===== config.mk =====
export PLATFORM = sky130hd
export DESIGN_NAME = cpu_mode_access_guard
export DESIGN_NICKNAME = d
export VERILOG_FILES = /design/src/guard_pkg.sv /design/src/mode_stack_mem.sv /design/src/mem_partition_check.sv /design/src/cpu_mode_access_guard.sv
export VERILOG_INCLUDE_DIRS = /design/src
export SDC_FILE = /design/constraint.sdc
export NUM_CORES = 1
export LEC_CHECK = 0
export BUFFER_PORTS_ARGS = -buffer_cell sky130_fd_sc_hd__buf_2
export CAP_MARGIN = 20
export CORE_MARGIN = 8
export CORE_UTILIZATION = 56
export DETAILED_ROUTE_END_ITERATION = 7
export PLACE_DENSITY_LB_ADDON = 0.15
export SLEW_MARGIN = 20
export SYNTH_ARGS = -nofsm -noshare
export SYNTH_HDL_FRONTEND = slang
export SYNTH_SLANG_ARGS = --single-unit

===== constraint.sdc =====
create_clock -name i_core_clk -period 9.33 [get_ports i_core_clk]
set_input_delay 0.933 -clock i_core_clk [delete_from_list [all_inputs] [get_ports i_core_clk]]
set_output_delay 0.933 -clock i_core_clk [all_outputs]
set_load 0.1 [all_outputs]

===== src/guard_defines.svh =====
// register offsets, field positions, reset values and fixed address maps of the mode access guard
`ifndef GUARD_DEFINES_SVH
`define GUARD_DEFINES_SVH

// ----------------------------------------------------------------
// sfr address map
// ----------------------------------------------------------------
`define SFR_GENCPU_LO    8'h80
`define SFR_GENCPU_HI    8'h9F
`define SFR_SEGBASE_LO   8'hA0
`define SFR_SEGBASE_HI   8'hA1
`define SFR_XCH_CTRL     8'hA2
`define SFR_MMUCFG_LO    8'hA0
`define SFR_MMUCFG_HI    8'hA7
`define SFR_SYSMGT_LO    8'hB0
`define SFR_SYSMGT_HI    8'hBF
`define SFR_PSH          8'hB0
`define SFR_HWCOMP_LO    8'hC0
`define SFR_HWCOMP_HI    8'hFF

// ----------------------------------------------------------------
// fields and reset values
// ----------------------------------------------------------------
`define PSH_MODE_LSB     0
`define PSH_MODE_MSB     2
`define XCH_EN_BIT       0
`define PSH_RST          8'h00
`define SEGBASE_RST      16'h0000
`define XCH_CTRL_RST     8'h00
`define SFR_READ_DENIED  8'h00

// ----------------------------------------------------------------
// call targets that change mode
// ----------------------------------------------------------------
`define SYS_VEC_ADDR     16'h0800
`define CFG_VEC_ADDR     16'h0810
`define SPC_CALL_LO      16'h0900
`define SPC_CALL_HI      16'h09FF

// ----------------------------------------------------------------
// fixed memory partition, contactless part starts at the three bases, exchange ram lies below the ram base
// ----------------------------------------------------------------
`define CLOS_ROM_BASE    16'hF000
`define CLOS_EE_BASE     16'hE000
`define CLOS_RAM_BASE    16'h0F00
`define XCH_RAM_LO       16'h0E00
`define XCH_RAM_HI       16'h0E3F

`endif


===== src/guard_pkg.sv =====
// types shared by the mode access guard files
package guard_pkg;

  typedef enum logic [2:0] {
    MODE_BOOT   = 3'b000,
    MODE_TEST   = 3'b001,
    MODE_CLOS   = 3'b010,
    MODE_SYSTEM = 3'b011,
    MODE_USER   = 3'b100
  } cpu_mode_e;

  typedef enum logic [1:0] {
    SPACE_ROM = 2'b00,
    SPACE_EE  = 2'b01,
    SPACE_RAM = 2'b10
  } mem_space_e;

  typedef enum logic [0:0] {
    SEQ_RUN      = 1'b0,
    SEQ_POP_WAIT = 1'b1
  } seq_state_e;

  typedef enum logic [1:0] {
    CALL_LONG = 2'b00,
    CALL_ABS  = 2'b01,
    CALL_EXT  = 2'b10
  } call_kind_e;

endpackage : guard_pkg


===== src/mode_stack_mem.sv =====
// small memory holding the modes to return to on interrupt exit
`timescale 1ns/1ps
module mode_stack_mem #(
  parameter int DEPTH = 8,
  parameter int WIDTH = 3,
  parameter int AW    = $clog2(DEPTH)
) (
  input  wire logic             i_core_clk,
  input  wire logic             i_wr_en,
  input  wire logic [AW-1:0]    i_wr_addr,
  input  wire logic [WIDTH-1:0] i_wr_data,
  input  wire logic [AW-1:0]    i_rd_addr,
  output logic      [WIDTH-1:0] o_rd_data
);

  logic [WIDTH-1:0] mem_r [DEPTH];

  // refused at elaboration: the pointer wraps on a power-of-two depth only
  if (DEPTH < 2 || (1 << AW) != DEPTH) begin : g_depth_chk
    $error("mode_stack_mem: DEPTH must be a power of two, at least 2");
  end

  // ----------------------------------------------------------------
  // storage, read data registered
  // ----------------------------------------------------------------
  always_ff @(posedge i_core_clk) begin
    if (i_wr_en) begin
      mem_r[i_wr_addr] <= i_wr_data;
    end
    o_rd_data <= mem_r[i_rd_addr];
  end

endmodule : mode_stack_mem


===== src/mem_partition_check.sv =====
// fixed memory partition: which side of the split an address falls on
`timescale 1ns/1ps
module mem_partition_check
  import guard_pkg::*;
(
  input  wire logic [1:0]  i_space,
  input  wire logic [15:0] i_addr,
  output logic             o_in_clos,
  output logic             o_in_xch
);
`include "guard_defines.svh"

  // bases are constants: the split cannot be moved by any mode
  localparam logic [15:0] BASES [3] = '{`CLOS_ROM_BASE, `CLOS_EE_BASE, `CLOS_RAM_BASE};

  logic [2:0] hit;

  // ----------------------------------------------------------------
  // one comparator per memory space
  // ----------------------------------------------------------------
  for (genvar s = 0; s < 3; s++) begin : g_space
    assign hit[s] = (i_space == 2'(s)) && (i_addr >= BASES[s]);
  end

  assign o_in_clos = |hit;
  assign o_in_xch  = (i_space == SPACE_RAM) && (i_addr >= `XCH_RAM_LO) && (i_addr <= `XCH_RAM_HI);

endmodule : mem_partition_check


===== src/cpu_mode_access_guard.sv =====
// cpu mode tracking, sfr access control and memory access control for the secure core
// Contract
// - system mode may rewrite the segment table base and write the table in writable memory.
// - user mode never reaches the mmu configuration registers.
// - the segment table gets no special protection; normal segment rights apply.
// - contactless os code is isolated from system and user code by fixed partition.
// - the shared exchange ram area is enabled only by system mode code.
// - reset clears segment table base to zero, disabling all user segments.
// - no mode can reconfigure the memory partition; it is fixed in hardware.
// - no subject can replace the restrictive reset defaults.
// - security registers are written only from a mode with write permission.
// - calling the system or configuration vector switches the cpu mode; the guard does this only from user or system mode, into system mode.
// - exception or interrupt entry switches the cpu mode.
// - return from interrupt switches the cpu mode back.
// - long, absolute or extended call to a special address switches the mode; the guard does this only from system mode, into user mode.
// - permitted writes to the mode bits of the status high register switch mode; from system mode the guard switches only to user or system mode.
// - refused reads return zero; refused writes leave the register unchanged.
// - mmu configuration registers are refused outside system mode.
`timescale 1ns/1ps
module cpu_mode_access_guard
  import guard_pkg::*;
#(
  parameter int STACK_DEPTH = 8
) (
  input  wire logic        i_core_clk,
  input  wire logic        i_rst_n,
  // sfr access from the core
  input  wire logic        i_sfr_rd,
  input  wire logic        i_sfr_wr,
  input  wire logic [7:0]  i_sfr_addr,
  input  wire logic [7:0]  i_sfr_wdata,
  input  wire logic [7:0]  i_sfr_ext_rdata,
  input  wire logic        i_hw_sfr_perm,
  // memory access from the core
  input  wire logic        i_mem_req,
  input  wire logic        i_mem_wr,
  input  wire logic [1:0]  i_mem_space,
  input  wire logic [15:0] i_mem_addr,
  input  wire logic        i_seg_perm_rd,
  input  wire logic        i_seg_perm_wr,
  // mode change events
  input  wire logic        i_call_valid,
  input  wire logic [1:0]  i_call_kind,
  input  wire logic [15:0] i_call_target,
  input  wire logic        i_exc_entry,
  input  wire logic        i_return_from_interrupt,
  input  wire logic        i_boot_exit,
  input  wire logic        i_test_entry,
  // answers
  output logic [7:0]       o_sfr_rdata,
  output logic             o_sfr_rvalid,
  output logic             o_sfr_ext_wr,
  output logic [7:0]       o_sfr_ext_addr,
  output logic [7:0]       o_sfr_ext_wdata,
  output logic             o_sfr_denied,
  output logic             o_mem_grant,
  output logic             o_mem_deny,
  output logic [2:0]       o_cpu_mode,
  output logic [15:0]      o_seg_table_base,
  output logic             o_xch_en,
  output logic             o_mode_changed,
  output logic             o_busy
);
`include "guard_defines.svh"

  localparam int AW = $clog2(STACK_DEPTH);

  // refused at elaboration, before any logic is built
  if (STACK_DEPTH < 2 || STACK_DEPTH > 256) begin : g_depth_chk
    $error("cpu_mode_access_guard: STACK_DEPTH out of range");
  end

  // ----------------------------------------------------------------
  // state
  // ----------------------------------------------------------------
  cpu_mode_e   mode_r, mode_nxt;
  seq_state_e  seq_r, seq_nxt;
  logic [15:0] seg_base_r;
  logic [7:0]  xch_ctrl_r;
  logic [AW:0] sp_r, sp_nxt;
  logic [2:0]  pop_data;

  // ----------------------------------------------------------------
  // sfr decode
  // ----------------------------------------------------------------
  wire in_gencpu = (i_sfr_addr >= `SFR_GENCPU_LO) && (i_sfr_addr <= `SFR_GENCPU_HI);
  wire in_mmucfg = (i_sfr_addr >= `SFR_MMUCFG_LO) && (i_sfr_addr <= `SFR_MMUCFG_HI);
  wire in_sysmgt = (i_sfr_addr >= `SFR_SYSMGT_LO) && (i_sfr_addr <= `SFR_SYSMGT_HI);
  wire in_hwcomp = (i_sfr_addr >= `SFR_HWCOMP_LO) && (i_sfr_addr <= `SFR_HWCOMP_HI);
  wire is_psh    = (i_sfr_addr == `SFR_PSH);

  wire priv_mode = (mode_r == MODE_BOOT) || (mode_r == MODE_TEST);
  wire sys_mode  = (mode_r == MODE_SYSTEM);
  wire usr_mode  = (mode_r == MODE_USER);
  wire clos_mode = (mode_r == MODE_CLOS);

  // the mmu group is closed to every mode but system
  wire mmu_ok    = sys_mode;
  wire sysmgt_ok = priv_mode || sys_mode;
  wire hw_ok     = priv_mode || sys_mode || ((usr_mode || clos_mode) && i_hw_sfr_perm);

  wire rd_allow = in_gencpu
               || (in_mmucfg && mmu_ok)
               || (in_sysmgt && (sysmgt_ok || (is_psh && (usr_mode || clos_mode))))
               || (in_hwcomp && hw_ok);
  wire wr_allow = in_gencpu
               || (in_mmucfg && mmu_ok)
               || (in_sysmgt && sysmgt_ok)
               || (in_hwcomp && hw_ok);

  wire sfr_wr_ok = i_sfr_wr && wr_allow && (seq_r == SEQ_RUN);
  wire sfr_rd_ok = i_sfr_rd && rd_allow;

  wire wr_segbase_lo = sfr_wr_ok && (i_sfr_addr == `SFR_SEGBASE_LO);
  wire wr_segbase_hi = sfr_wr_ok && (i_sfr_addr == `SFR_SEGBASE_HI);
  wire wr_xch        = sfr_wr_ok && (i_sfr_addr == `SFR_XCH_CTRL);
  wire wr_psh        = sfr_wr_ok && is_psh;
  wire internal_reg  = in_mmucfg || is_psh;

  wire [7:0] psh_view = {5'h00, mode_r};
  wire [7:0] int_rdata = (i_sfr_addr == `SFR_SEGBASE_LO) ? seg_base_r[7:0]  :
                         (i_sfr_addr == `SFR_SEGBASE_HI) ? seg_base_r[15:8] :
                         (i_sfr_addr == `SFR_XCH_CTRL)   ? xch_ctrl_r       :
                         is_psh                          ? psh_view         : 8'h00;
  wire [7:0] rdata_nxt = !sfr_rd_ok  ? `SFR_READ_DENIED :
                         internal_reg ? int_rdata : i_sfr_ext_rdata;

  // ----------------------------------------------------------------
  // mode bit write legality
  // ----------------------------------------------------------------
  wire [2:0] psh_mode_req = i_sfr_wdata[`PSH_MODE_MSB:`PSH_MODE_LSB];
  wire psh_target_ok = priv_mode
                    || (sys_mode && ((psh_mode_req == MODE_USER) || (psh_mode_req == MODE_SYSTEM)));
  wire psh_mode_wr   = wr_psh && psh_target_ok;

  // ----------------------------------------------------------------
  // call targets
  // ----------------------------------------------------------------
  wire call_kind_ok = (i_call_kind == CALL_LONG) || (i_call_kind == CALL_ABS) || (i_call_kind == CALL_EXT);
  wire vec_call     = i_call_valid && ((i_call_target == `SYS_VEC_ADDR) || (i_call_target == `CFG_VEC_ADDR));
  wire spc_call     = i_call_valid && call_kind_ok && sys_mode
                   && (i_call_target >= `SPC_CALL_LO) && (i_call_target <= `SPC_CALL_HI);

  // ----------------------------------------------------------------
  // mode sequencer
  // ----------------------------------------------------------------
  wire stack_full  = (sp_r == (AW+1)'(STACK_DEPTH));
  wire stack_empty = (sp_r == '0);
  logic push;

  always_comb begin
    mode_nxt = mode_r;
    seq_nxt  = seq_r;
    sp_nxt   = sp_r;
    push     = 1'b0;
    case (seq_r)
      SEQ_RUN: begin
        if (i_exc_entry) begin
          mode_nxt = MODE_SYSTEM;
          push     = !stack_full;
        end else if (i_return_from_interrupt) begin
          if (!stack_empty) begin
            sp_nxt  = sp_r - (AW+1)'(1);
            seq_nxt = SEQ_POP_WAIT;
          end
        end else if (vec_call && (usr_mode || sys_mode)) begin
          mode_nxt = MODE_SYSTEM;
          push     = !stack_full;
        end else if (spc_call) begin
          mode_nxt = MODE_USER;
        end else if (psh_mode_wr) begin
          mode_nxt = cpu_mode_e'(psh_mode_req);
        end else if (i_test_entry && (mode_r == MODE_BOOT)) begin
          mode_nxt = MODE_TEST;
        end else if (i_boot_exit && priv_mode) begin
          mode_nxt = MODE_SYSTEM;
        end
        if (push) begin
          sp_nxt = sp_r + (AW+1)'(1);
        end
      end
      SEQ_POP_WAIT: begin
        mode_nxt = cpu_mode_e'(pop_data);
        seq_nxt  = SEQ_RUN;
      end
      default: begin
        seq_nxt = SEQ_RUN;
      end
    endcase
  end

  // the stack read address follows the pointer, so one cycle after return_from_interrupt the
  // popped entry is on the registered read port
  mode_stack_mem #(
    .DEPTH (STACK_DEPTH),
    .WIDTH (3),
    .AW    (AW)
  ) u_stack (
    .i_core_clk (i_core_clk),
    .i_wr_en    (push),
    .i_wr_addr  (sp_r[AW-1:0]),
    .i_wr_data  (mode_r),
    .i_rd_addr  (sp_nxt[AW-1:0]),
    .o_rd_data  (pop_data)
  );

  // ----------------------------------------------------------------
  // memory access check
  // ----------------------------------------------------------------
  logic in_clos;
  logic in_xch;

  mem_partition_check u_part (
    .i_space   (i_mem_space),
    .i_addr    (i_mem_addr),
    .o_in_clos (in_clos),
    .o_in_xch  (in_xch)
  );

  wire seg_enabled = (seg_base_r != `SEGBASE_RST);
  // table writes go through the same segment rights as any other data
  wire usr_mem_ok  = seg_enabled && (i_mem_wr ? i_seg_perm_wr : i_seg_perm_rd);
  wire app_side    = !in_clos;
  wire mem_ok = (mode_r == MODE_TEST)
             || ((mode_r == MODE_BOOT) && in_clos)
             || (clos_mode && (in_clos || (in_xch && xch_ctrl_r[`XCH_EN_BIT])))
             || (sys_mode && app_side)
             || (usr_mode && app_side && usr_mem_ok);

  // ----------------------------------------------------------------
  // registers; reset values are constants that no input can alter
  // ----------------------------------------------------------------
  always_ff @(posedge i_core_clk or negedge i_rst_n) begin
    if (!i_rst_n) begin
      mode_r     <= cpu_mode_e'(3'(`PSH_RST));
      seq_r      <= SEQ_RUN;
      sp_r       <= '0;
      seg_base_r <= `SEGBASE_RST;
      xch_ctrl_r <= `XCH_CTRL_RST;
    end else begin
      mode_r <= mode_nxt;
      seq_r  <= seq_nxt;
      sp_r   <= sp_nxt;
      if (wr_segbase_lo) begin
        seg_base_r[7:0] <= i_sfr_wdata;
      end
      if (wr_segbase_hi) begin
        seg_base_r[15:8] <= i_sfr_wdata;
      end
      if (wr_xch) begin
        xch_ctrl_r <= i_sfr_wdata;
      end
    end
  end

  always_ff @(posedge i_core_clk or negedge i_rst_n) begin
    if (!i_rst_n) begin
      o_sfr_rdata  <= 8'h00;
      o_sfr_rvalid <= 1'b0;
      o_sfr_denied <= 1'b0;
    end else begin
      o_sfr_rdata  <= i_sfr_rd ? rdata_nxt : 8'h00;
      o_sfr_rvalid <= i_sfr_rd;
      o_sfr_denied <= (i_sfr_rd && !rd_allow) || (i_sfr_wr && !sfr_wr_ok);
    end
  end

  // refused writes never reach the outside registers
  always_ff @(posedge i_core_clk or negedge i_rst_n) begin
    if (!i_rst_n) begin
      o_sfr_ext_wr    <= 1'b0;
      o_sfr_ext_addr  <= 8'h00;
      o_sfr_ext_wdata <= 8'h00;
    end else begin
      o_sfr_ext_wr    <= sfr_wr_ok && !internal_reg;
      o_sfr_ext_addr  <= i_sfr_addr;
      o_sfr_ext_wdata <= i_sfr_wdata;
    end
  end

  always_ff @(posedge i_core_clk or negedge i_rst_n) begin
    if (!i_rst_n) begin
      o_mem_grant <= 1'b0;
      o_mem_deny  <= 1'b0;
    end else begin
      o_mem_grant <= i_mem_req && mem_ok;
      o_mem_deny  <= i_mem_req && !mem_ok;
    end
  end

  always_ff @(posedge i_core_clk or negedge i_rst_n) begin
    if (!i_rst_n) begin
      o_cpu_mode       <= 3'(`PSH_RST);
      o_seg_table_base <= `SEGBASE_RST;
      o_xch_en         <= 1'b0;
      o_mode_changed   <= 1'b0;
      o_busy           <= 1'b0;
    end else begin
      o_cpu_mode       <= mode_nxt;
      o_seg_table_base <= seg_base_r;
      o_xch_en         <= xch_ctrl_r[`XCH_EN_BIT];
      o_mode_changed   <= (mode_nxt != mode_r);
      o_busy           <= (seq_nxt == SEQ_POP_WAIT);
    end
  end

endmodule : cpu_mode_access_guard


### Word level (Yosys, flattened, before mapping)

Memories as Yosys holds them, arrays and structs flattened. A register that Yosys moved wholly into a read port is not among the register bits.
Index checks and enable logic that the tools add are counted.

| storage, ports and cells | value |
|---|---|
| memory bits (writable) | 24 |
| memories | 1 |
| input bits | 74 |
| bits in registers | 79 |
| output and inout bits | 51 |

| operators by class | value |
|---|---|
| multiplexer cells | 32 |
| bitwise gates (word level) | 1 |
| eq/ne operators | 20 |
| reduce and logical (&&, ||, !) cells | 81 |
| magnitude comparators | 15 |
| $add $sub $neg | 2 |

Memory list:

| memory | depth | width | rd ports | clocked after Yosys merged registers in | wr ports | line | source |
|---|---|---|---|---|---|---|---|
| u_stack.mem_r | 8 | 3 | 1 | 1 | 1 | mode_stack_mem.sv:16 | `logic [WIDTH-1:0] mem_r [DEPTH];` |

Operator list:

| operator | count |
|---|---|
| 16-bit by 12-bit >= comparator with 1-bit output (second input constant) | 3 |
| 8-bit two-way mux | 6 |
| 1-bit logical AND | 44 |
| 16-bit by 12-bit equality test with 1-bit output (second input constant) | 2 |
| 8-bit equality test (second input constant) | 4 |
| 16-bit >= comparator (second input constant) | 2 |
| 8-bit >= comparator (second input constant) | 4 |
| 16-bit by 12-bit less-or-equal comparator with 1-bit output (second input constant) | 2 |
| 8-bit less-or-equal comparator (second input constant) | 4 |
| 3-bit two-way mux | 9 |
| 1-bit logical OR | 23 |
| 4-bit two-way mux | 4 |
| 16-bit nonzero test | 1 |
| 1-bit two-way mux | 11 |
| 3-bit by 2-bit equality test with 1-bit output (second input constant) | 3 |
| 3-bit equality test (second input constant) | 2 |
| 1-bit zero test | 6 |
| 3-bit one-hot mux with 2 select lines | 1 |
| 4-bit by 1-bit adder with 4-bit output (second input constant) | 1 |
| 2-bit by 1-bit equality test with 1-bit output (second input constant) | 2 |
| 2-bit equality test (second input constant) | 2 |
| 4-bit equality test (second input constant) | 1 |
| 2-bit zero test | 2 |
| 4-bit zero test | 1 |
| 10 further kinds | 11 |

### Logic depth before layout (Yosys ltp)

Gate-level depths: netlist of the first run.

| depth | value |
|---|---|
| word-level depth | 17 |
| gate-level depth with buffers | 11 |
| depth with buffers taken out | 10 |

### By module

From an unflattened synthesis of the first run, not the netlist that was laid out.

| unflattened totals | value |
|---|---|
| cell total of the unflattened synthesis | 344 |
| area total of the unflattened synthesis | 4549.4 µm² |

By module, submodules not included:

| module | instances | cells an instance | area an instance (µm²) |
|---|---|---|---|
| cpu_mode_access_guard | 1 | 285 | 3437.0 |
| mode_stack_mem | 1 | 50 | 1042.2 |
| mem_partition_check | 1 | 9 | 70.1 |

### Worst setup path after synthesis of the first run

OpenSTA, ideal clock, no wires.

| path | value |
|---|---|
| kind | input to register |
| from | in i_sfr_addr[0] |
| to | reg o_mode_changed |
| stages | 9 |
| required time | 9.191 ns |
| buffers on the path | 2 |
| path slack | 6.068 ns |
| library setup time | 0.139 ns |
| arrival | 3.123 ns |
| path through | buf_6 -> nor4_2 -> or3b_1 -> buf_6 -> a2111oi_4 -> mux2i_1 -> o21ai_0 -> xor2_1 -> or4_1 |

| between the ends | value |
|---|---|
| longest elaborated chain between the ends | 17 |
| elaborated cells between the ends (all ways) | 30 |
| classes of those cells | 8 x order compare; 2 x eq/ne; 6 x mux; 14 x reduce/logical |

RTL lines:

| item | line | source |
|---|---|---|
| from (decl) | cpu_mode_access_guard.sv:30 | `input wire logic [7:0] i_sfr_addr,` |
| 8-bit >= comparator (no source line) or 8-bit less-or-equal comparator (tied branches) | n/a |  |
| 1-bit logical AND | cpu_mode_access_guard.sv:87 | `` wire in_mmucfg = (i_sfr_addr >= `SFR_MMUCFG_LO) && (i_sfr_addr <= `SFR_MMUCFG_HI); `` |
| 1-bit logical AND | cpu_mode_access_guard.sv:107 | `\|\| (in_mmucfg && mmu_ok)` |
| 1-bit logical OR | cpu_mode_access_guard.sv:107 |  |
| 1-bit logical OR | cpu_mode_access_guard.sv:108 | `\|\| (in_sysmgt && sysmgt_ok)` |
| 1-bit logical OR | cpu_mode_access_guard.sv:109 | `\|\| (in_hwcomp && hw_ok);` |
| 1-bit logical AND (2 in a row) | cpu_mode_access_guard.sv:111 | `wire sfr_wr_ok = i_sfr_wr && wr_allow && (seq_r == SEQ_RUN);` |
| 1-bit logical AND * | cpu_mode_access_guard.sv:117 | `wire wr_psh = sfr_wr_ok && is_psh;` |
| 1-bit logical AND * | cpu_mode_access_guard.sv:134 | `wire psh_mode_wr = wr_psh && psh_target_ok;` |
| 3-bit two-way mux * | cpu_mode_access_guard.sv:171 | `end else if (psh_mode_wr) begin` |
| 3-bit two-way mux * | cpu_mode_access_guard.sv:169 | `end else if (spc_call) begin` |
| 3-bit two-way mux * | cpu_mode_access_guard.sv:166 | `end else if (vec_call && (usr_mode \|\| sys_mode)) begin` |
| 3-bit two-way mux * | cpu_mode_access_guard.sv:161 | `end else if (i_return_from_interrupt) begin` |
| 3-bit two-way mux * | cpu_mode_access_guard.sv:158 | `if (i_exc_entry) begin` |
| 3-bit one-hot mux with 2 select lines * | cpu_mode_access_guard.sv:156 | `case (seq_r)` |
| named net mode_nxt[1] | cpu_mode_access_guard.sv:76 | `cpu_mode_e mode_r, mode_nxt;` |
| 3-bit inequality test * | cpu_mode_access_guard.sv:302 | `o_mode_changed <= (mode_nxt != mode_r);` |
| to (signal assigned) | cpu_mode_access_guard.sv:302 |  |
| to (decl) | cpu_mode_access_guard.sv:61 | `output logic o_mode_changed,` |

The timed path passes the listed nets; every way through them passes the cells marked *.
A chain may end at the register's enable or synchronous reset.

==> results of run 1 <==
layout by cell type, fill, tap and decap left out, drive strengths merged, types with 10 or more instances in the layout:
cell type | netlist | final
buf | 4 | 118
nor2 | 30 | 30
edfxtp | 24 | 24
mux2 | 27 | 27
dfrtp | 79 | 79
o21ai | 21 | 21
nor4 | 15 | 15
nor3 | 10 | 10
mux2i | 11 | 11
inv | 11 | 16
a21oi | 10 | 10
nand2 | 22 | 22
sequential cells by signal, summed over array words and instances, names as in the netlist, 4 cells and up:
| name | flops |
|---|---|
| o_seg_table_base | 16 |
| o_sfr_ext_addr | 8 |
| o_sfr_ext_wdata | 8 |
| o_sfr_rdata | 8 |
| seg_base_r | 16 |
| sp_r | 4 |
| u_stack.mem_r | 24 |
| xch_ctrl_r | 8 |
cells by family after synthesis:
family	count (synthesis)
compound gates	71
mux	38
fa+ha+maj	2
xor+xnor	3
flops	106
simple gates	124
buf+inv	23
per-layer routing:
layer,wire (um),vias to the layer above,global-route usage
li1,-,1602,-
met3,769,22,0.05263
met2,5629,157,0.3405
met5,0,-,0
met4,249,0,0.08141
met1,4531,1701,0.2360
final timing paths:
path,end,slack (ns),cells after the start
worst min register to register,o_seg_table_base[3],0.44,0
worst max register to register,u_stack.o_rd_data[2],5.56,7
worst max-delay path,u_stack.o_rd_data[2],5.56,7
worst min-delay path,o_seg_table_base[3],0.44,0
min in group asynchronous,sp_r[1],0.72,1
max in group asynchronous,o_sfr_rdata[3],7.97,1
synthesized netlist by cell type (7+ instances only):
cell	number	area [um2]
a21oi_1	10	50.05
and3_1	7	43.79
dfrtp_1	79	1977
edfxtp_1	24	720.7
inv_1	11	41.29
mux2_2	27	304.0
mux2i_1	11	110.1
nand2_1	22	82.58
nor2_1	30	112.6
nor2b_1	9	56.30
nor3_1	10	50.05
nor4_1	12	75.07
o21ai_0	20	100.1
worst reg2reg max path: stages (launching register included):
cell       delay (ns)
dfrtp_1          0.86
nor3b_1          0.41
o211ai_1         0.30
o2111a_1         0.35
nor4_4           0.91
nor2b_1          0.12
a2111oi_0        0.56
nor4_1           0.13
final cells by class:
cell class              instances  share of cell area
well taps                     105             0.02447
inverters                      11            0.007691
clock buffers                   9             0.02307
multi-input cells             238              0.3090
flip-flops and latches        106              0.5136
clock inverters                 7             0.01119
repair buffers                118              0.1109
stage by stage:
stage | power, uW | hold slack, ns | setup WS, ns | utilization
floorplan | 895.8 | 0.3880 | 6.068 | -
global placement | 981.5 | 0.4173 | 5.494 | 0.6440
detailed placement | 991.4 | 0.4185 | 5.346 | 0.6440
CTS | 1255 | 0.4392 | 5.618 | 0.6668
global route | 1309 | 0.4585 | 5.284 | 0.6668
finish | 1251 | 0.4402 | 5.560 | 0.6668
report_power, final:
group          leakage [uW]  switching [uW]  total [uW]  internal (uW)
registers           0.00127            54.2         584            530
clock network     0.0000984             165         268            103
logic               0.00114             287         398            112
total               0.00251             506        1250            745
==> flow_summary_export.csv, run 1 <==
group,metric,value,unit
outcome,status,"complete, no violations",
die,die_h,106.2,um
route,final_antenna_net_count,0,
synth,synth_xor_area_frac,0.005763,
die,dieArea,0.01128,mm2
final_layout,fin_nets,560,
setup_path,crit_type,"flop to flop",
synth,yosys_warnings,0,
grt,grt_pass1_vias,3595,
synth,synthAdderAreaFrac,0.005488,
setup_path,startpoint,"o_cpu_mode[2]",
synth,synthMuxAreaShare,0.09083,
timing,fin_skew,0.01326,ns
final_layout,multi_input_area,0.001659,mm2
timing,hold_viol_final,0,
die,die_w,106.2,um
cts,cts-hold-fix-buffers,0,
cts,cts_buffers,9,
grt,overflow,0,
route,wl,11.18,mm
grt,grt_max_degree,80,
route,drt_iter0_markers,157,
grt,grt_pass1_wl,18.05,mm
timing,drv_slew,0,
cts,cts.sinks,106,
cts,cts_tree,"done",
cts,cts.htree.levels,3,
power_and_ir_drop,p_per_area,233.0,mW/mm2
final_layout,area_delta_synth_final,17.76,%
timing,rsz0062_at_grt,"false",
synth,ys_async_sr_fraction,0.7453,
synth,synth.distinct_cells,59,
synth,ys.flop_type,"dfrtp_1",
route,wl_per_cell,18.82,um
timing,fin_crit,3.770,ns
timing,tns,0,ns
route,dr.pass1.iters,5,
placed_design,gp_congestion,0.8703,
synth,syn_area_per_cell,12.42,um2
timing,finalSetupViolCount,0,
synth,synth_top_family_by_area,"simple AND/OR/NAND/NOR gates",
setup_path,cpMaxStageDelayCell,"nor4_4",
final_layout,drive_gt1_frac,0.3497,
final_layout,nFillCells,630,
cts,clockRootBuffer,"clkbuf_8",
grt,antenna_found_initial,0,
synth,synthesis.nets,443,
die,start_util,0.5663,
timing,relSlewSlack,0.2691,
synth,syn-cell-area,0.004559,mm2
synth,synth-simple-area-share,0.1504,
final_layout,final_area,0.005369,mm2
grt,grt_usage,0.2001,
setup_path,critPathMaxStageDelay,0.91,ns
placed_design,postPlaceCellArea,0.005185,mm2
cts,cts-resized-gates,0,
synth,yosysSeqAreaShare,0.6048,
synth,synth_compound_area_frac,0.1114,
route,viasPerCell,5.862,
setup_path,required,9.55,ns
setup_path,r2r-start,"o_cpu_mode[2]",
die,core_area,0.008051,mm2
setup_path,crit_arrival,3.99,ns
cts,clock_latency,0.37,ns
cts,clockBufferDepth,2,
final_layout,insertedDiodeCount,0,
synth,synth_enable_flop_cells,24,
final_layout,ff_latch_area,0.002758,mm2
timing,tightestPinTransition,1.087,ns
power_and_ir_drop,ir_worst_vdd,113.4,uV
synth,synthCells,367,
cts,path_clk_slew,0.10,ns
setup_path,crit_fanout,21,
placed_design,dp_hpwl,8.215,mm
timing,fmax,0.2653,GHz
power_and_ir_drop,total_leakage_power,0.002512,uW
die,rows,33,
cts,post-cts-setup-buffer-count,0,
final_layout,fin_cells,594,
setup_path,crit_family,"simple AND/OR/NAND/NOR gates",
synth,ys_ff_latch,106,
setup_path,endpoint_kind,"flop",
route,vias,3482,
die,io_pins,125,
route,route.detailed.drc,0,
setup_path,path_buf_inv,0,
setup_path,path_cells,"nor3b_1 > o211ai_1 > o2111a_1 > nor4_4 > nor2b_1 > a2111oi_0 > nor4_1",
setup_path,critPathLaunchType,"flop",
placed_design,io_buffer_count,117,
placed_design,place_inst,578,
timing,fin_crit_sh,0.4041,
min_path,worstHoldPathType,"flop to flop",
min_path,worstHoldStart,"seg_base_r[3]",
job,drv_cap,0,
No activity file was read; power rests on OpenSTA's default activity.
==> run 2: changes to the inputs <==
Settings changed: CORE_UTILIZATION 56 to 52.
Clock period 9.33 ns to 3.5 ns, I/O delays scaled along.
==> flow_summary_export.csv, run 2 (same netlist as run 1, synthesis figures left out) <==
group,metric,value,unit
die,die_w,109.6,um
timing,fin_skew,0.01329,ns
job,drv_cap,0,
timing,fin_crit,3.134,ns
final_layout,final_common_cell,"buf_2",
outcome,status,"complete, but fails checks",
cts,cts.htree.levels,3,
final_layout,fin_util,0.6318,
timing,finalSetupViolCount,0,
die,rows,34,
die,core_area,0.008593,mm2
cts,clockBufferDepth,2,
power_and_ir_drop,combinationalPowerShare,0.344,
cts,cts-hold-fix-buffers,0,
power_and_ir_drop,ir_worst_vdd,290.8,uV
die,io_pins,125,
timing,whs,-0.002943,ns
grt,grt_pass1_wl,18.26,mm
setup_path,startpoint,"sp_r[0]",
power_and_ir_drop,p_seq_frac,0.455,
final_layout,reg_top3,"u_stack.mem_r (24), o_seg_table_base (16), seg_base_r (16)",
timing,fin_crit_sh,0.8953,
grt,grt_pass1_vias,3638,
route,vias,3440,
cts,cts_tree,"done",
timing,tightestPinTransition,0.7109,ns
setup_path,critPathLaunchType,"flop",
route,wl_per_cell,18.63,um
setup_path,r2r-start,"sp_r[0]",
timing,fmax,0.3191,GHz
timing,relSlewSlack,0.5260,
placed_design,gp_congestion,0.8501,
grt,grt_usage,0.1964,
timing,drv_slew,0,
setup_path,required,3.72,ns
power_and_ir_drop,switching_share,0.3973,
min_path,worstHoldPathType,"primary input to async pin",
setup_path,endpoint_kind,"flop",
final_layout,largest-register,"u_stack.mem_r",
setup_path,crit_fanout,19,
route,wl,11.29,mm
timing,hold_viol_final,8,
setup_path,crit_type,"flop to flop",
die,die_h,109.6,um
timing,rsz0062_at_grt,"false",
placed_design,io_buffer_count,117,
timing,tns,0,ns
cts,clockRootBuffer,"clkbuf_8",
final_layout,final_cell_mix,"116 x buf_2, 79 x dfrtp_1, 30 x nor2_1",
final_layout,fin_nets,569,
outcome,violations,"negative hold slack",
final_layout,largest_register_ffs,24,
grt,grt_max_degree,80,
placed_design,dp_hpwl,8.309,mm
setup_path,crit_arrival,3.35,ns
route,viasPerCell,5.677,
die,start_util,0.5306,
route,drt_iter0_markers,97,
final_layout,nFillCells,716,
route,route.detailed.drc,0,
final_layout,area_delta_synth_final,19.07,%
route,final_antenna_net_count,0,
power_and_ir_drop,switchingPower,1312,uW
cts,path_clk_slew,0.10,ns
die,dieArea,0.01202,mm2
final_layout,insertedDiodeCount,0,
power_and_ir_drop,p_per_area,608.5,mW/mm2
route,dr.pass1.iters,4,
power_and_ir_drop,clockPowerShare,0.202,
power_and_ir_drop,total_leakage_power,0.002541,uW
cts,clock_latency,0.36,ns
grt,antenna_found_initial,0,
cts,cts_buffers,9,
cts,cts.sinks,106,
cts,post-cts-setup-buffer-count,0,
grt,overflow,0,
final_layout,drive_gt1_frac,0.3574,
power_and_ir_drop,internal_power,1991,uW
cts,cts-resized-gates,0,
run 2: per-layer routing:
layer / part of all wire / track usage / vias to the layer above
met3: 0.063 / 0.04338 / 18
met4: 0.015 / 0.06847 / 0
met2: 0.51 / 0.3424 / 113
met5: 0 / 0 / -
met1: 0.41 / 0.2341 / 1694
li1: - / - / 1615
run 2: per-stage QoR:
step / power (uW) / cells / worst slack (ns) / area, um2
after global routing: 3476 / 606 / 0.009945 / 5429
after detailed placement: 2665 / 590 / 0.4160 / 5256
after CTS: 3335 / 606 / 0.3792 / 5425
final: 3303 / 606 / 0.3665 / 5429
after floorplan: 2388 / 367 / 0.3353 / 4559
after global placement: 2638 / 590 / 0.5136 / 5256
run 2: layout make-up:
type	instances	area [um2]	share of cell area
Clock buffer	10	127.6	0.02351
Clock inverter	6	41.29	0.007605
Inverter	11	41.29	0.007605
Multi-Input combinational cell	238	1659	0.3056
Sequential cell	106	2758	0.5079
Tap cell	108	135.1	0.02489
Timing Repair Buffer	127	666.9	0.1228
run 2: final timing paths:
path	cells after the start	endpoint	slack [ns]
max	11	u_stack.o_rd_data[2]	0.37
min	1	o_sfr_ext_wdata[2]	-0.003
max reg2reg	11	u_stack.o_rd_data[2]	0.37
min reg2reg	0	o_seg_table_base[0]	0.45
max in group asynchronous	1	xch_ctrl_r[4]	3.00
min in group i_core_clk	1	o_sfr_rvalid	0.12
run 2: worst max-delay path, stage by stage, from the launching register on:
cell	delay (ns)
dfrtp_1	0.51
inv_1	0.15
ha_1	0.25
inv_1	0.06
o311ai_0	0.30
buf_4	0.22
mux2_2	0.36
nor4_4	0.20
buf_4	0.28
nor2b_1	0.08
a2111oi_0	0.46
nor4_1	0.13
run 2: power by group through the flow:
stage | registers [uW] | logic, uW | clock network, uW
floorplan | 1840 | 546 | 0
global placement | 1520 | 1120 | 0
detailed placement | 1530 | 1140 | 0
CTS | 1500 | 1140 | 690
global route | 1520 | 1230 | 726
finish | 1500 | 1140 | 666
==> run 3: changes to the inputs <==
Settings changed: CORE_MARGIN 8 to not set.
==> flow_summary_export.csv, run 3 (same netlist as run 1, synthesis figures left out) <==
group,metric,value,unit
outcome,status,"complete, no violations",
placed_design,gp_congestion,0.8109,
setup_path,endpoint_kind,"flop",
die,core_area,0.008341,mm2
die,start_util,0.5467,
timing,finalSetupViolCount,0,
cts,clockRootBuffer,"clkbuf_8",
power_and_ir_drop,internal_power,2129,uW
die,rows,33,
final_layout,final_area,0.005520,mm2
route,vias,3472,
job,drv_cap,0,
setup_path,crit_top_cell,"inv_1",
placed_design,place_inst,587,
power_and_ir_drop,combinationalPowerShare,0.328,
timing,fin_crit_sh,0.9336,
power_and_ir_drop,p_per_area,632.9,mW/mm2
timing,tightestPinTransition,0.6381,ns
final_layout,reg_top3,"u_stack.mem_r (24), o_seg_table_base (16), seg_base_r (16)",
placed_design,postPlaceCellArea,0.005253,mm2
timing,relSlewSlack,0.5636,
setup_path,crit_arrival,3.50,ns
final_layout,final_common_cell,"buf_2",
route,dr.pass1.iters,4,
grt,overflow,0,
cts,cts_buffers,9,
final_layout,largest_register_ffs,24,
final_layout,fin_util,0.6619,
power_and_ir_drop,switching_share,0.3906,
timing,whs,0.1098,ns
final_layout,final_cell_mix,"116 x buf_2, 79 x dfrtp_1, 30 x nor2_1",
cts,clock_latency,0.37,ns
final_layout,fin_nets,571,
grt,grt_pass1_wl,16.55,mm
timing,drv_slew,0,
grt,grt_max_degree,80,
cts,post-cts-setup-buffer-count,0,
final_layout,fin_cells,605,
cts,clockBufferDepth,2,
route,viasPerCell,5.739,
setup_path,crit_type,"flop to flop",
route,drt_iter0_markers,143,
setup_path,path_buf_inv,3,
route,final_antenna_net_count,0,
die,io_pins,125,
cts,cts_tree,"done",
die,dieArea,0.009146,mm2
placed_design,dp_hpwl,7.591,mm
cts,cts-resized-gates,0,
die,die_h,95.64,um
final_layout,nFillCells,674,
power_and_ir_drop,clockPowerShare,0.241,
final_layout,ff_latch_area,0.002758,mm2
cts,path_clk_slew,0.11,ns
route,wl_per_cell,17.67,um
timing,fmax,0.3060,GHz
final_layout,largest-register,"u_stack.mem_r",
final_layout,multi_input_area,0.001659,mm2
setup_path,critPathLaunchType,"flop",
setup_path,required,3.74,ns
power_and_ir_drop,switchingPower,1365,uW
cts,cts.htree.levels,3,
route,route.detailed.drc,0,
timing,hold_viol_final,0,
power_and_ir_drop,total_leakage_power,0.002592,uW
setup_path,crit_family,"compound AO/OA/AOI/OAI gates",
timing,fin_crit,3.268,ns
setup_path,path_cells,"inv_1 > ha_1 > inv_1 > o311ai_0 > mux2_2 > nor4_4 > buf_4 > nor2b_1 > a2111oi_0 > nor4_1",
min_path,worstHoldPathType,"primary input to flop",
cts,cts.sinks,106,
timing,fin_skew,0.01109,ns
final_layout,insertedDiodeCount,0,
setup_path,critPathMaxStageDelay,0.58,ns
route,wl,10.69,mm
power_and_ir_drop,ir_worst_vdd,332.7,uV
final_layout,area_delta_synth_final,21.08,%
power_and_ir_drop,p_seq_frac,0.430,
grt,grt_usage,0.2475,
setup_path,cpMaxStageDelayCell,"a2111oi_0",
timing,tns,0,ns
grt,grt_pass1_vias,3396,
grt,antenna_found_initial,0,
placed_design,io_buffer_count,117,
timing,rsz0062_at_grt,"false",
final_layout,drive_gt1_frac,0.3600,
setup_path,crit_fanout,19,
die,die_w,95.64,um
[run 3: final cells by class]
| class | count | area share |
|---|---|---|
| inverters | 11 | 0.007480 |
| clock buffers | 11 | 0.02765 |
| clock inverters | 5 | 0.01405 |
| well taps | 105 | 0.02380 |
| multi-input cells | 238 | 0.3005 |
| flip-flops and latches | 106 | 0.4995 |
| repair buffers | 129 | 0.1269 |
[run 3: what timing repair did]
action                                  CTS  global route
hold buffers                              0             1
hold endpoints to repair                  0            23
endpoints found under the setup margin    0             0
[run 3: routing by layer]
layer,GRT usage,vias to the layer above,share of wire
met5,0,-,0
met4,0.07836,0,0.012
met3,0.06380,11,0.076
li1,-,1618,-
met2,0.3786,135,0.45
met1,0.3465,1708,0.46
[run 3: stage by stage]
step,setup slack [ns],total power [uW]
floorplan,0.3353,2388
global placement,0.4749,2633
detailed placement,0.2903,2666
CTS,0.2626,3506
global route,0.08737,3667
finish,0.2323,3494
[run 3: path summary, 6_finish.rpt]
check | start | end | slack (ns) | cells after the start
setup / recovery | sp_r[0] | u_stack.o_rd_data[0] | 0.23 | 10
min in group asynchronous | i_rst_n | o_sfr_ext_addr[0] | 0.41 | 2
setup reg to reg | sp_r[0] | u_stack.o_rd_data[0] | 0.23 | 10
hold reg to reg | seg_base_r[4] | o_seg_table_base[4] | 0.44 | 0
max in group asynchronous | i_rst_n | o_seg_table_base[3] | 2.51 | 3
hold / removal | i_sfr_addr[7] | o_sfr_ext_addr[7] | 0.11 | 1
[run 3: power by group through the flow]
stage | Clock [uW] | Combinational (uW) | Sequential (uW)
after global placement | 0 | 1110 | 1520
after CTS | 858 | 1140 | 1500
after detailed placement | 0 | 1140 | 1530
final | 843 | 1150 | 1500
after global routing | 913 | 1240 | 1520
after floorplan | 0 | 546 | 1840
